File: src/design/watchdog_pkg.sv
package watchdog_pkg;

  // ****************************************
  // Widths and clock
  // ****************************************
  localparam int CLK_HZ = 10_000_000;
  localparam int ADDR_W = 8;
  localparam int DATA_W = 16;
  localparam int CNT_W  = 14;

  // ****************************************
  // Register offsets
  // ****************************************
  localparam logic [7:0] OFF_REFRESH = 8'h30;
  localparam logic [7:0] OFF_CTRL    = 8'h32;
  localparam logic [7:0] OFF_STATUS  = 8'h34;
  localparam logic [7:0] OFF_RSTSEL  = 8'h36;
  localparam logic [7:0] OFF_SLEEP   = 8'h38;

  // ****************************************
  // Field positions
  // ****************************************
  localparam int TIMEOUT_SELECT_LSB   = 0;
  localparam int CKS_LSB    = 4;
  localparam int WINDOW_END_SELECT_LSB   = 8;
  localparam int WINDOW_START_SELECT_LSB   = 12;
  localparam int SEL_BIT    = 7;
  localparam int UNDF_BIT   = 14;
  localparam int REFERR_BIT = 15;

  // ****************************************
  // Reset values and codes
  // ****************************************
  localparam logic [15:0] CTRL_RST   = 16'h3303;
  localparam logic [15:0] CTRL_MASK  = 16'h33f3;
  localparam logic [7:0]  SEL_RST    = 8'h00;
  localparam logic [7:0]  REFR_RST   = 8'hff;
  localparam logic [7:0]  KICK_FIRST = 8'h00;
  localparam logic [7:0]  KICK_LAST  = 8'hff;

  localparam logic [3:0] DIV_1   = 4'h0;
  localparam logic [3:0] DIV_16  = 4'h2;
  localparam logic [3:0] DIV_32  = 4'h3;
  localparam logic [3:0] DIV_64  = 4'h4;
  localparam logic [3:0] DIV_128 = 4'hf;
  localparam logic [3:0] DIV_256 = 4'h5;

  // ****************************************
  // Carriers
  // ****************************************
  typedef struct packed {
    logic [ADDR_W-1:0] addr;
    logic [DATA_W-1:0] wdata;
    logic              wr;
    logic              rd;
  } bus_req_t;

  typedef struct packed {
    logic       sleep_stop;
    logic       reset_sel;
    logic [1:0] win_start;
    logic [1:0] win_end;
    logic [3:0] divide;
    logic [1:0] timeout;
  } wdt_cfg_t;

  typedef enum logic [1:0] {
    WAIT_CFG,
    STOPPED,
    COUNTING
  } wdt_state_t;

endpackage

File: src/design/independent_watchdog.sv
// The address map and strobed register access were left to the implementer.
`timescale 1ns/1ns
module independent_watchdog (
  // Clock and reset
  input  wire logic                 mclk_in,
  input  wire logic                 rst_b_in,
  // Register port
  input  watchdog_pkg::bus_req_t    bus_in,
  output logic [watchdog_pkg::DATA_W-1:0] rdata_out,
  // Count source and option word
  input  wire logic                 low_speed_clk_in,
  input  wire logic                 auto_start_in,
  input  watchdog_pkg::wdt_cfg_t    opt_word_in,
  // Power state
  input  wire logic                 sleep_in,
  // Requests
  output logic                      reset_req_out,
  output logic                      nmi_req_out,
  output logic                      count_stop_out
);
  import watchdog_pkg::*;

  // ****************************************
  // Functions
  // ****************************************
  function automatic logic [8:0] ratio_of(input logic [3:0] code);
    unique case (code)
      DIV_16:  ratio_of = 9'h010;
      DIV_32:  ratio_of = 9'h020;
      DIV_64:  ratio_of = 9'h040;
      DIV_128: ratio_of = 9'h080;
      DIV_256: ratio_of = 9'h100;
      default: ratio_of = 9'h001;
    endcase
  endfunction

  function automatic logic [CNT_W-1:0] period_of(input logic [1:0] code);
    unique case (code)
      2'b00: period_of = 14'h0080;
      2'b01: period_of = 14'h0200;
      2'b10: period_of = 14'h0400;
      default: period_of = 14'h0800;
    endcase
  endfunction

  function automatic logic [CNT_W-1:0] quarter(input logic [CNT_W-1:0] n,
                                               input logic [2:0] q);
    logic [CNT_W-1:0] part;
    part    = n >> 2;
    quarter = CNT_W'(part * q);
  endfunction

  // ****************************************
  // Reset and input synchronisers
  // ****************************************
  logic       rst_meta;
  logic       rst_n;
  logic       src_meta;
  logic       src_sync;
  logic       src_prev;
  logic       tick;

  always_ff @(posedge mclk_in or negedge rst_b_in) begin
    if (!rst_b_in) begin
      rst_meta <= 1'b0;
      rst_n    <= 1'b0;
    end else begin
      rst_meta <= 1'b1;
      rst_n    <= rst_meta;
    end
  end

  always_ff @(posedge mclk_in or negedge rst_n) begin
    if (!rst_n) begin
      src_meta <= 1'b0;
      src_sync <= 1'b0;
      src_prev <= 1'b0;
    end else begin
      src_meta <= low_speed_clk_in;
      src_sync <= src_meta;
      src_prev <= src_sync;
    end
  end

  assign tick = src_sync & ~src_prev;

  // ****************************************
  // Register side state
  // ****************************************
  logic [15:0]       ctrl;
  logic [15:0]       next_ctrl;
  logic [7:0]        rstsel;
  logic [7:0]        next_rstsel;
  logic [7:0]        sleepreg;
  logic [7:0]        next_sleepreg;
  logic [7:0]        refr_rd;
  logic [7:0]        next_refr_rd;
  logic              armed;
  logic              next_armed;
  logic              locked;
  logic              next_locked;
  logic              undf_flag;
  logic              next_undf_flag;
  logic              err_flag;
  logic              next_err_flag;
  logic [DATA_W-1:0] next_rdata;
  logic              kick;
  wdt_cfg_t          cfg_reg;

  // ****************************************
  // Counter side state
  // ****************************************
  wdt_state_t        state;
  wdt_state_t        next_state;
  logic [CNT_W-1:0]  cnt;
  logic [CNT_W-1:0]  next_cnt;
  logic [8:0]        presc;
  logic [8:0]        next_presc;
  wdt_cfg_t          act;
  wdt_cfg_t          next_act;
  logic              auto_mode;
  logic              next_auto_mode;
  logic              next_reset_req;
  logic              next_nmi_req;
  logic              next_count_stop;
  logic              underflow;
  logic              ref_err;
  logic              in_win;
  logic              paused;
  logic [CNT_W-1:0]  win_hi;
  logic [CNT_W-1:0]  win_lo;
  logic [CNT_W-1:0]  period;

  assign cfg_reg.timeout    = ctrl[TIMEOUT_SELECT_LSB +: 2];
  assign cfg_reg.divide     = ctrl[CKS_LSB +: 4];
  assign cfg_reg.win_end    = ctrl[WINDOW_END_SELECT_LSB +: 2];
  assign cfg_reg.win_start  = ctrl[WINDOW_START_SELECT_LSB +: 2];
  assign cfg_reg.reset_sel  = rstsel[SEL_BIT];
  assign cfg_reg.sleep_stop = sleepreg[SEL_BIT];

  // ****************************************
  // Register decode
  // ****************************************
  always_comb begin
    next_ctrl      = ctrl;
    next_rstsel    = rstsel;
    next_sleepreg  = sleepreg;
    next_refr_rd   = refr_rd;
    next_armed     = armed;
    next_locked    = locked | auto_mode;
    next_undf_flag = undf_flag | underflow;
    next_err_flag  = err_flag | ref_err;
    next_rdata     = '0;
    kick           = 1'b0;
    if (bus_in.wr) begin
      next_armed = 1'b0;
      unique case (bus_in.addr)
        OFF_REFRESH: begin
          next_refr_rd = (bus_in.wdata[7:0] == KICK_FIRST) ?
                         KICK_FIRST : KICK_LAST;
          if (bus_in.wdata[7:0] == KICK_FIRST) begin
            next_armed = 1'b1;
          end else if (armed && bus_in.wdata[7:0] == KICK_LAST) begin
            kick = 1'b1;
          end
        end
        OFF_CTRL: begin
          if (!locked) begin
            next_ctrl = bus_in.wdata & CTRL_MASK;
          end
        end
        OFF_RSTSEL: begin
          if (!locked) begin
            next_rstsel = bus_in.wdata[7:0] & 8'h80;
          end
        end
        OFF_SLEEP: begin
          if (!locked) begin
            next_sleepreg = bus_in.wdata[7:0] & 8'h80;
          end
        end
        OFF_STATUS: begin
          next_undf_flag = underflow |
                           (undf_flag & bus_in.wdata[UNDF_BIT]);
          next_err_flag  = ref_err |
                           (err_flag & bus_in.wdata[REFERR_BIT]);
        end
        default: begin
        end
      endcase
    end
    if (kick) begin
      next_locked = 1'b1;
    end
    if (bus_in.rd) begin
      unique case (bus_in.addr)
        OFF_REFRESH: next_rdata = {8'h00, refr_rd};
        OFF_CTRL:    next_rdata = ctrl;
        OFF_STATUS:  next_rdata = {err_flag, undf_flag, cnt};
        OFF_RSTSEL:  next_rdata = {8'h00, rstsel};
        OFF_SLEEP:   next_rdata = {8'h00, sleepreg};
        default:     next_rdata = '0;
      endcase
    end
  end

  always_ff @(posedge mclk_in or negedge rst_n) begin
    if (!rst_n) begin
      ctrl      <= CTRL_RST;
      rstsel    <= SEL_RST;
      sleepreg  <= SEL_RST;
      refr_rd   <= REFR_RST;
      armed     <= 1'b0;
      locked    <= 1'b0;
      undf_flag <= 1'b0;
      err_flag  <= 1'b0;
      rdata_out <= '0;
    end else begin
      ctrl      <= next_ctrl;
      rstsel    <= next_rstsel;
      sleepreg  <= next_sleepreg;
      refr_rd   <= next_refr_rd;
      armed     <= next_armed;
      locked    <= next_locked;
      undf_flag <= next_undf_flag;
      err_flag  <= next_err_flag;
      rdata_out <= next_rdata;
    end
  end

  // ****************************************
  // Window and counter
  // ****************************************
  always_comb begin
    period = period_of(act.timeout);
    win_hi = quarter(period, 3'(act.win_start) + 3'd1) - 14'h0001;
    win_lo = quarter(period, 3'd3 - 3'(act.win_end));
    in_win = (cnt <= win_hi) && (cnt >= win_lo);
    paused = sleep_in & act.sleep_stop;
  end

  always_comb begin
    next_state      = state;
    next_cnt        = cnt;
    next_presc      = presc;
    next_act        = act;
    next_auto_mode  = auto_mode;
    next_reset_req  = 1'b0;
    next_nmi_req    = 1'b0;
    next_count_stop = paused;
    underflow       = 1'b0;
    ref_err         = 1'b0;
    unique case (state)
      WAIT_CFG: begin
        next_auto_mode = auto_start_in;
        next_presc     = '0;
        if (auto_start_in) begin
          next_act   = opt_word_in;
          next_cnt   = period_of(opt_word_in.timeout) - 14'h0001;
          next_state = COUNTING;
        end else begin
          next_state = STOPPED;
        end
      end
      STOPPED: begin
        next_presc = '0;
        if (auto_mode || kick) begin
          if (!auto_mode) begin
            next_act = cfg_reg;
          end
          next_cnt   = period_of(auto_mode ? act.timeout : cfg_reg.timeout)
                       - 14'h0001;
          next_state = COUNTING;
        end
      end
      COUNTING: begin
        if (kick && !in_win) begin
          ref_err    = 1'b1;
          next_state = STOPPED;
        end else if (kick) begin
          next_cnt   = period - 14'h0001;
          next_presc = '0;
        end else if (tick && !paused) begin
          if (presc == ratio_of(act.divide) - 9'h001) begin
            next_presc = '0;
            if (cnt == '0) begin
              underflow  = 1'b1;
              next_state = STOPPED;
            end else begin
              next_cnt = cnt - 14'h0001;
            end
          end else begin
            next_presc = presc + 9'h001;
          end
        end
      end
    endcase
    if (underflow || ref_err) begin
      next_reset_req = act.reset_sel;
      next_nmi_req   = ~act.reset_sel;
    end
  end

  always_ff @(posedge mclk_in or negedge rst_n) begin
    if (!rst_n) begin
      state          <= WAIT_CFG;
      cnt            <= '0;
      presc          <= '0;
      act            <= '0;
      auto_mode      <= 1'b0;
      reset_req_out  <= 1'b0;
      nmi_req_out    <= 1'b0;
      count_stop_out <= 1'b0;
    end else begin
      state          <= next_state;
      cnt            <= next_cnt;
      presc          <= next_presc;
      act            <= next_act;
      auto_mode      <= next_auto_mode;
      reset_req_out  <= next_reset_req;
      nmi_req_out    <= next_nmi_req;
      count_stop_out <= next_count_stop;
    end
  end
endmodule

File: config.mk
export PLATFORM = sky130hd
export DESIGN_NAME = independent_watchdog
export DESIGN_NICKNAME = d
export VERILOG_FILES = /design/src/design/watchdog_pkg.sv /design/src/design/independent_watchdog.sv
export SDC_FILE = /design/constraint.sdc
export NUM_CORES = 1
export LEC_CHECK = 0
export BUFFER_PORTS_ARGS = -buffer_cell sky130_fd_sc_hd__buf_2
export CAP_MARGIN = 20
export CORE_UTILIZATION = 43
export DETAILED_ROUTE_END_ITERATION = 6
export GPL_TIMING_DRIVEN = 1
export PLACE_DENSITY = 0.59
export SYNTH_ARGS = -nofsm -noshare
export SYNTH_HDL_FRONTEND = slang
export SYNTH_SLANG_ARGS = --single-unit
File: constraint.sdc
create_clock -name mclk_in -period 4.45 [get_ports mclk_in]
set_input_delay 0.89 -clock mclk_in [delete_from_list [all_inputs] [get_ports mclk_in]]
set_output_delay 0.89 -clock mclk_in [all_outputs]
set_load 0.05 [all_outputs]
Word-level counts from Yosys, hierarchy flattened
Cells that the tools add are included.
Widths: inputs -> output; s select.
{ "totals": {"ff_bits": 86, "input_bits": 43, "elab_cells": 169} }
{ "classes": {"add_sub_neg": 9, "mul": 2, "magnitude_cmp": 2, "n_eq_ne": 31, "muxes": 62, "bitwise_logic": 12, "reduce_logical": 24} }
{ "ops": {"columns": ["cell", "count"], "rows": [
  ["$mux 14", 11],
  ["$pmux 12 s3", 3],
  ["$pmux 16 s5", 1],
  ["$mux 9", 8],
  ["$sub 14x1->14 const B", 5],
  ["$pmux 9 s5", 1],
  ["$pmux 14 s3", 1],
  ["$eq 8x6->1 const B", 5],
  ["$mux 12", 3],
  ["$mul 12x3->14", 2],
  ["$pmux 12 s2", 1],
  ["$mux 1", 21],
  ["$ne 3x3->1 const B", 7],
  ["$pmux 9 s2", 1],
  ["$mux 16", 1],
  ["$mux 2", 8],
  ["$ge 14x14->1", 1],
  ["$le 14x14->1", 1],
  ["$logic_not 14->1", 1],
  ["$add 9x1->9 const B", 1],
  ["$eq 9x9->1", 1],
  ["$reduce_and 3->1", 3],
  ["$sub 9x1->9 const B", 1],
  ["$eq 2x1->1 const B", 4],
  ["other kinds (24)", 50]
]} }

Logic depth before layout (Yosys ltp)
{ "depth": {"depth_word": 20, "mapped_depth": 22, "mapped_depth_nobuf": 20} }

Least setup slack after synthesis
Ideal clock, no wire load.
{ "synth_path": {"kind": "reg2reg", "from": "register act[1] in the netlist's numbering", "to": "register cnt[3]", "setup_time_ps": 126, "arrival_ps": 5072, "t_required_ps": 4324, "setup_slack_ps": -748, "stages_incl_launch_ff": 23, "path_buffers": 2, "period_less_slack_ps": 5198, "cell_sequence": "dfrtp_1 > clkbuf_1 > nor2b_1 > nand2_1 > ha_1 > fa_1 > inv_1 > ha_1 > o21a_1 > o21ai_0 > nand2b_1 > a21o_1 > a21oi_1 > xor2_1 > ha_1 > a21oi_1 > o21ai_0 > or3_1 > a211oi_2 > o22ai_1 > or2_0 > clkbuf_1 > o32a_1"} }
{ "synth_between": {"elab_chain_cells": 10, "elab_cells_between_ends": 14, "cone_classes": "add/sub (1); mul (2); order compare (2); eq/ne (3); mux (1); reduce/logical (5)"} }
{ "synth_rtl": {"columns": ["element", "line_no", "rtl"], "rows": [
  ["from (decl)", "independent_watchdog.sv:119", "wdt_cfg_t act;"],
  ["from (signal assigned)", "independent_watchdog.sv:318", "act <= next_act;"],
  ["$eq 2x2->1, or another cell as far along", "independent_watchdog.sv:38", "unique case (code)"],
  ["$pmux 12 s3 *", "independent_watchdog.sv:38", null],
  ["$mul 12x3->14", "independent_watchdog.sv:50", "quarter = CNT_W'(part * q);"],
  ["$sub 14x1->14", "independent_watchdog.sv:236", "win_hi = quarter(period, 3'(act.win_start) + 3'd1) - 14'h0001;"],
  ["$le 14x14->1", "independent_watchdog.sv:238", "in_win = (cnt <= win_hi) && (cnt >= win_lo);"],
  ["$logic_and 1x1->1 *", "independent_watchdog.sv:238", null],
  ["$logic_not 1->1 *", "independent_watchdog.sv:277", "if (kick && !in_win) begin"],
  ["$logic_and 1x1->1 *", "independent_watchdog.sv:277", null],
  ["$ne 2x2->1 (no source line) *", null, null],
  ["$reduce_and 6->1 (no source line) *", null, null],
  ["to (signal assigned)", "independent_watchdog.sv:316", "cnt <= next_cnt;"],
  ["to (decl)", "independent_watchdog.sv:115", "logic [CNT_W-1:0] cnt;"]
]} }
Mark *: on every way between the ends. The rest lies on a longest branch, timed or not.
A chain may end at the register's enable or synchronous reset.

Worst setup path in the final report
{ "layout_path": {"from": "register act[9] in the netlist's numbering", "to": "register cnt[12]"} }
{ "layout_between": {"elab_chain_cells": 9} }
{ "layout_rtl": {"columns": ["element", "line_no"], "rows": [
  ["$add 2x1->3", "independent_watchdog.sv:236"],
  ["$mul 12x3->14", "independent_watchdog.sv:50"],
  ["$sub 14x1->14", "independent_watchdog.sv:236"],
  ["$le 14x14->1", "independent_watchdog.sv:238"],
  ["$logic_and 1x1->1", "independent_watchdog.sv:238"],
  ["$logic_not 1->1", "independent_watchdog.sv:277"],
  ["$logic_and 1x1->1", "independent_watchdog.sv:277"],
  ["$ne 2x2->1 (no source line)", null],
  ["$reduce_and 6->1 (no source line)", null]
]} }
Every way passes these cells.

==> results.txt <==
----------------------------------------------------
[Placement]
  GPL Wtd Cong ... 0.843
  HPWL after detailed placement ... 9.82 mm
  Placed Instance Area ... around 6000 µm²
  Count of buffers from port buffering ... 59

[Cells and area]
  NumNets Final ... 709
  Area added between synthesis and finish ... 25.2%
  Post-route cell area ... roughly 6400 µm²
  Antenna cells ... 0
  Layout cells sized above 1 ... between 30% and 40%

[Worst hold path]
  Type of the tightest min-delay check ... flip-flop to async pin

[Power and ir drop]
  Switching portion of total power ... roughly two fifths
  Power share of the combinational group ... 63.5%
  Leakage power total ... 2.86 nW
  Clock network fraction of design power ... 15.8%
  Worst voltage drop across the vdd grid ... 0.390 mV
  Pwr dens ... 824 nW/µm²
  Reported net switching power ... 2.22 mW
  Design internal power ... about 3 mW
  Sequential share of power ... 20.7%
  Design Power ... 5.29 mW

[STA]
  Final Worst Setup Slack ... -258 ps
  Final Max Tran Viols ... 0
  Final setup viols ... 25
  Timing-limited maximum frequency ... 0.212 GHz
  Count of final hold-check violations ... 0
  Slew @ Worst Pin ... 1010 ps
  RSZ-0062 raised after global routing ... true
  Post-layout min period ... 4710 ps
  Slew headroom ... 33.0%
  Worst clock skew on the final layout ... approximately 11 ps
  Part of the cycle the worst path needs ... 106%

[Die]
  Die Footprint ... 12400 µm²
  Placeable core area ... about 12000 µm²
  Number of placed I/O pins ... 62
  Initial Utilization ... 44.6%
  Num rows ... 39
  Width of the die ... 111 µm
  Vertical die dimension ... 111 µm

[Setup path]
  Crit. End Element ... flip-flop
  CP Buf/Inv Count ... 3
  Type of element launching the critical path ... flip-flop
  Worst setup path class ... flip-flop to flip-flop
  Maximum fanout along the worst path ... 5
  Cell class contributing the biggest share of worst-path delay ... adder cells
  Data arrival, critical path ... 4980 ps
  Delay of the slowest critical-path stage ... 580 ps
  Critical Path Slowest Stage Cell ... sky130_fd_sc_hd__fa_1
  Critical-path cell list ... ha_4 > and2_4 > fa_1 > ha_4 > and3b_1 > o21a_1 > o21ai_2 > nand2b_1 > buf_4 > buf_4 > xnor2_1 > ha_1 > a21oi_1 > o21ai_1 > or3_4 > a211oi_4 > o22ai_4 > buf_6 > or4_1 > mux2i_1
  Crit path required time ... 4720 ps

[Clocking]
  Bufs on Longest Clock Path ... 2
  Root buffer cell ... sky130_fd_sc_hd__clkbuf_16
  Number of H-tree levels ... 3
  Insertion delay to the later sink of the worst-skew pair ... 350 ps
  Hold-fix buffers at CTS ... 0
  Number of buffers created by CTS ... 9
  CTS Sinks ... 79
  Clock edge transition at the registers on the reported setup and hold paths ... 70 ps
  CTS tree ... yes

[Synthesis]
  Fraction of the yosys area taken by sequential cells ... 38.7%
  Flop and latch count out of synthesis ... 79
  Warning count from the yosys run ... 0
  Area fraction in compound gates after synthesis ... 16.5%
  Count of cell types in the netlist ... 71
  Synthesized net count ... 620
  Share of synthesized flip-flops with an asynchronous set or reset ... 100%
  Simple-Gate Fraction of Synth Area ... 19.8%
  Adder and majority gate portion of the synthesized area ... 10.3%
  Main combinational cell family by area after synthesis ... simple AND/OR/NAND/NOR gates
  Post-Synthesis Cell Area ... ~5100 µm²
  Post-synth EDFFs ... 0
  Synthesized netlist cell count ... 537
  Mux cell area share after synthesis ... approximately 7.7%
  Dominant synthesized flop cell ... sky130_fd_sc_hd__dfrtp_1
  Post-Synthesis Mean Instance Area ... 9.56 µm²
  Area share of xor/xnor cells in the synthesized design ... about 2.7%

[Outcome]
  Result of the run ... finished, violations left
  Failing checks ... design-rule violations, negative setup slack

[Route]
  Detailed-route wire length per cell ... 17.1 µm
  Number of DRC violations after detailed-routing iteration 0 ... 215
  Residual DRC ... 2
  Wire length reported by the detailed router ... 13.2 mm
  Detail Route Antenna Nets ... 0
  DR vias ... approximately 4400
  DR pass1 iterations ... 7
  Number of vias per cell ... 5.74

[Flow run]
  MaxCap Viol Count ... 0

[Global route]
  Maximum number of pins on one net before global-route repair ... 78
  Global route total overflow ... 0
  Wire length of the first global-routing pass ... 21.9 mm
  GR Util All Layers ... 22.7%
  Initial antenna violation count ... 0
  Vias in the first global route ... 4319

----------------------------------------------------
[state kept, by name (all words and copies together) (netlist names), 2 cells and up]
signal / count
ctrl: 10
presc: 9
rdata_out: 16
cnt: 14
act: 12
state: 2
[through the flow]
| step | hold WS (ps) | instances | TNS, ps | utilization (%) | worst slack (ps) |
|---|---|---|---|---|---|
| floorplan | 331 | 537 | -1650 | - | -225 |
| global placement | 334 | 748 | -3340 | 51.0 | -287 |
| detailed placement | 336 | 748 | -4090 | 51.0 | -335 |
| CTS | 294 | 767 | -2890 | 54.6 | -236 |
| global route | 298 | 774 | -10130 | 55.8 | -514 |
| finish | 270 | 774 | -3710 | 55.8 | -258 |
[timing repair]
action,in CTS,in global routing
pin swaps,4,5
setup buffers,4,6
endpoints found under the setup margin,25,27
hold endpoints to repair,0,0
resized for setup,18,15
[synthesized netlist by cell type, types with 10 or more instances]
cell type	number	area share, %
sky130_fd_sc_hd__dfrtp_1	72	35
sky130_fd_sc_hd__nor2_1	40	2.9
sky130_fd_sc_hd__ha_1	36	8.8
sky130_fd_sc_hd__a21oi_1	35	3.4
sky130_fd_sc_hd__nand2_1	30	2.2
sky130_fd_sc_hd__inv_1	29	2.1
sky130_fd_sc_hd__clkbuf_1	19	1.4
sky130_fd_sc_hd__mux2_2	19	4.2
sky130_fd_sc_hd__o21ai_0	19	1.9
sky130_fd_sc_hd__mux2i_1	18	3.5
sky130_fd_sc_hd__nor3_1	16	1.6
sky130_fd_sc_hd__and2_1	13	1.6
sky130_fd_sc_hd__nand3_1	13	1.3
sky130_fd_sc_hd__a22oi_1	10	1.5
sky130_fd_sc_hd__nand4_1	10	1.2
sky130_fd_sc_hd__nor2b_1	10	1.2
sky130_fd_sc_hd__xnor2_1	10	1.7
[power by group through the flow]
stage,registers [mW],clock network [mW],logic [mW]
finish,1.10,0.838,3.36
detailed placement,1.11,0,2.95
global route,1.12,0.881,3.76
CTS,1.10,0.853,3.10
floorplan,0.986,0,2.20
global placement,1.10,0,2.87
[cells in the final DEF (no fill, tap or decap), drive strengths merged, types with 7 or more instances in the layout]
cell / Yosys / routed
o21ai: 22 / 22
or4: 7 / 7
dfrtp: 72 / 72
nand2: 30 / 30
nor2: 41 / 41
nor4: 7 / 7
ha: 36 / 36
xnor2: 10 / 10
mux2: 19 / 19
or2: 7 / 7
nand3: 13 / 13
and2: 13 / 13
inv: 29 / 32
clkbuf: 19 / 9
nor3: 16 / 16
dfstp: 7 / 7
mux2i: 18 / 18
nand4: 10 / 10
a22oi: 10 / 10
nand2b: 7 / 7
nor2b: 10 / 10
a21oi: 35 / 35
buf: 7 / 104
[logic make-up after synthesis]
| kind of cell | Yosys count |
|---|---|
| simple gates | 185 |
| fa+ha+maj | 40 |
| mux | 37 |
| other cells | 1 |
| compound gates | 124 |
| flops | 79 |
| buf+inv | 55 |
| xor+xnor | 16 |
[layer usage]
layer / vias to the layer above / global-route usage, % / wire, µm
li1: 2148 / - / -
met2: 149 / 34.1 / 5920
met5: - / 0 / 0
met4: 0 / 8.65 / 306
met1: 2117 / 31.3 / 6300
met3: 31 / 5.69 / 691
[area by class of cell]
type / count / area [µm²]
Inverter: 29 / 109
Multi-Input combinational cell: 403 / 3130
Fill cell: 1007 / 5090
Clock buffer: 9 / 225
Tap cell: 143 / 179
Sequential cell: 79 / 1990
Timing Repair Buffer: 104 / 676
Clock inverter: 7 / 113
[final timing paths]
| path | from | end | slack [ps] | cells past startpoint |
|---|---|---|---|---|
| min in group mclk_in | src_meta | src_sync | 350 | 0 |
| max in group asynchronous | rst_n | cnt[10] | 3600 | 1 |
| worst min-delay path | rst_n | rstsel[7] | 270 | 0 |
| worst max-delay path | act[9] | cnt[12] | -260 | 20 |
| worst max register to register | act[9] | cnt[12] | -260 | 20 |
| worst min register to register | rst_n | rstsel[7] | 270 | 0 |
Note: power is estimated with default switching activity, not from simulation.
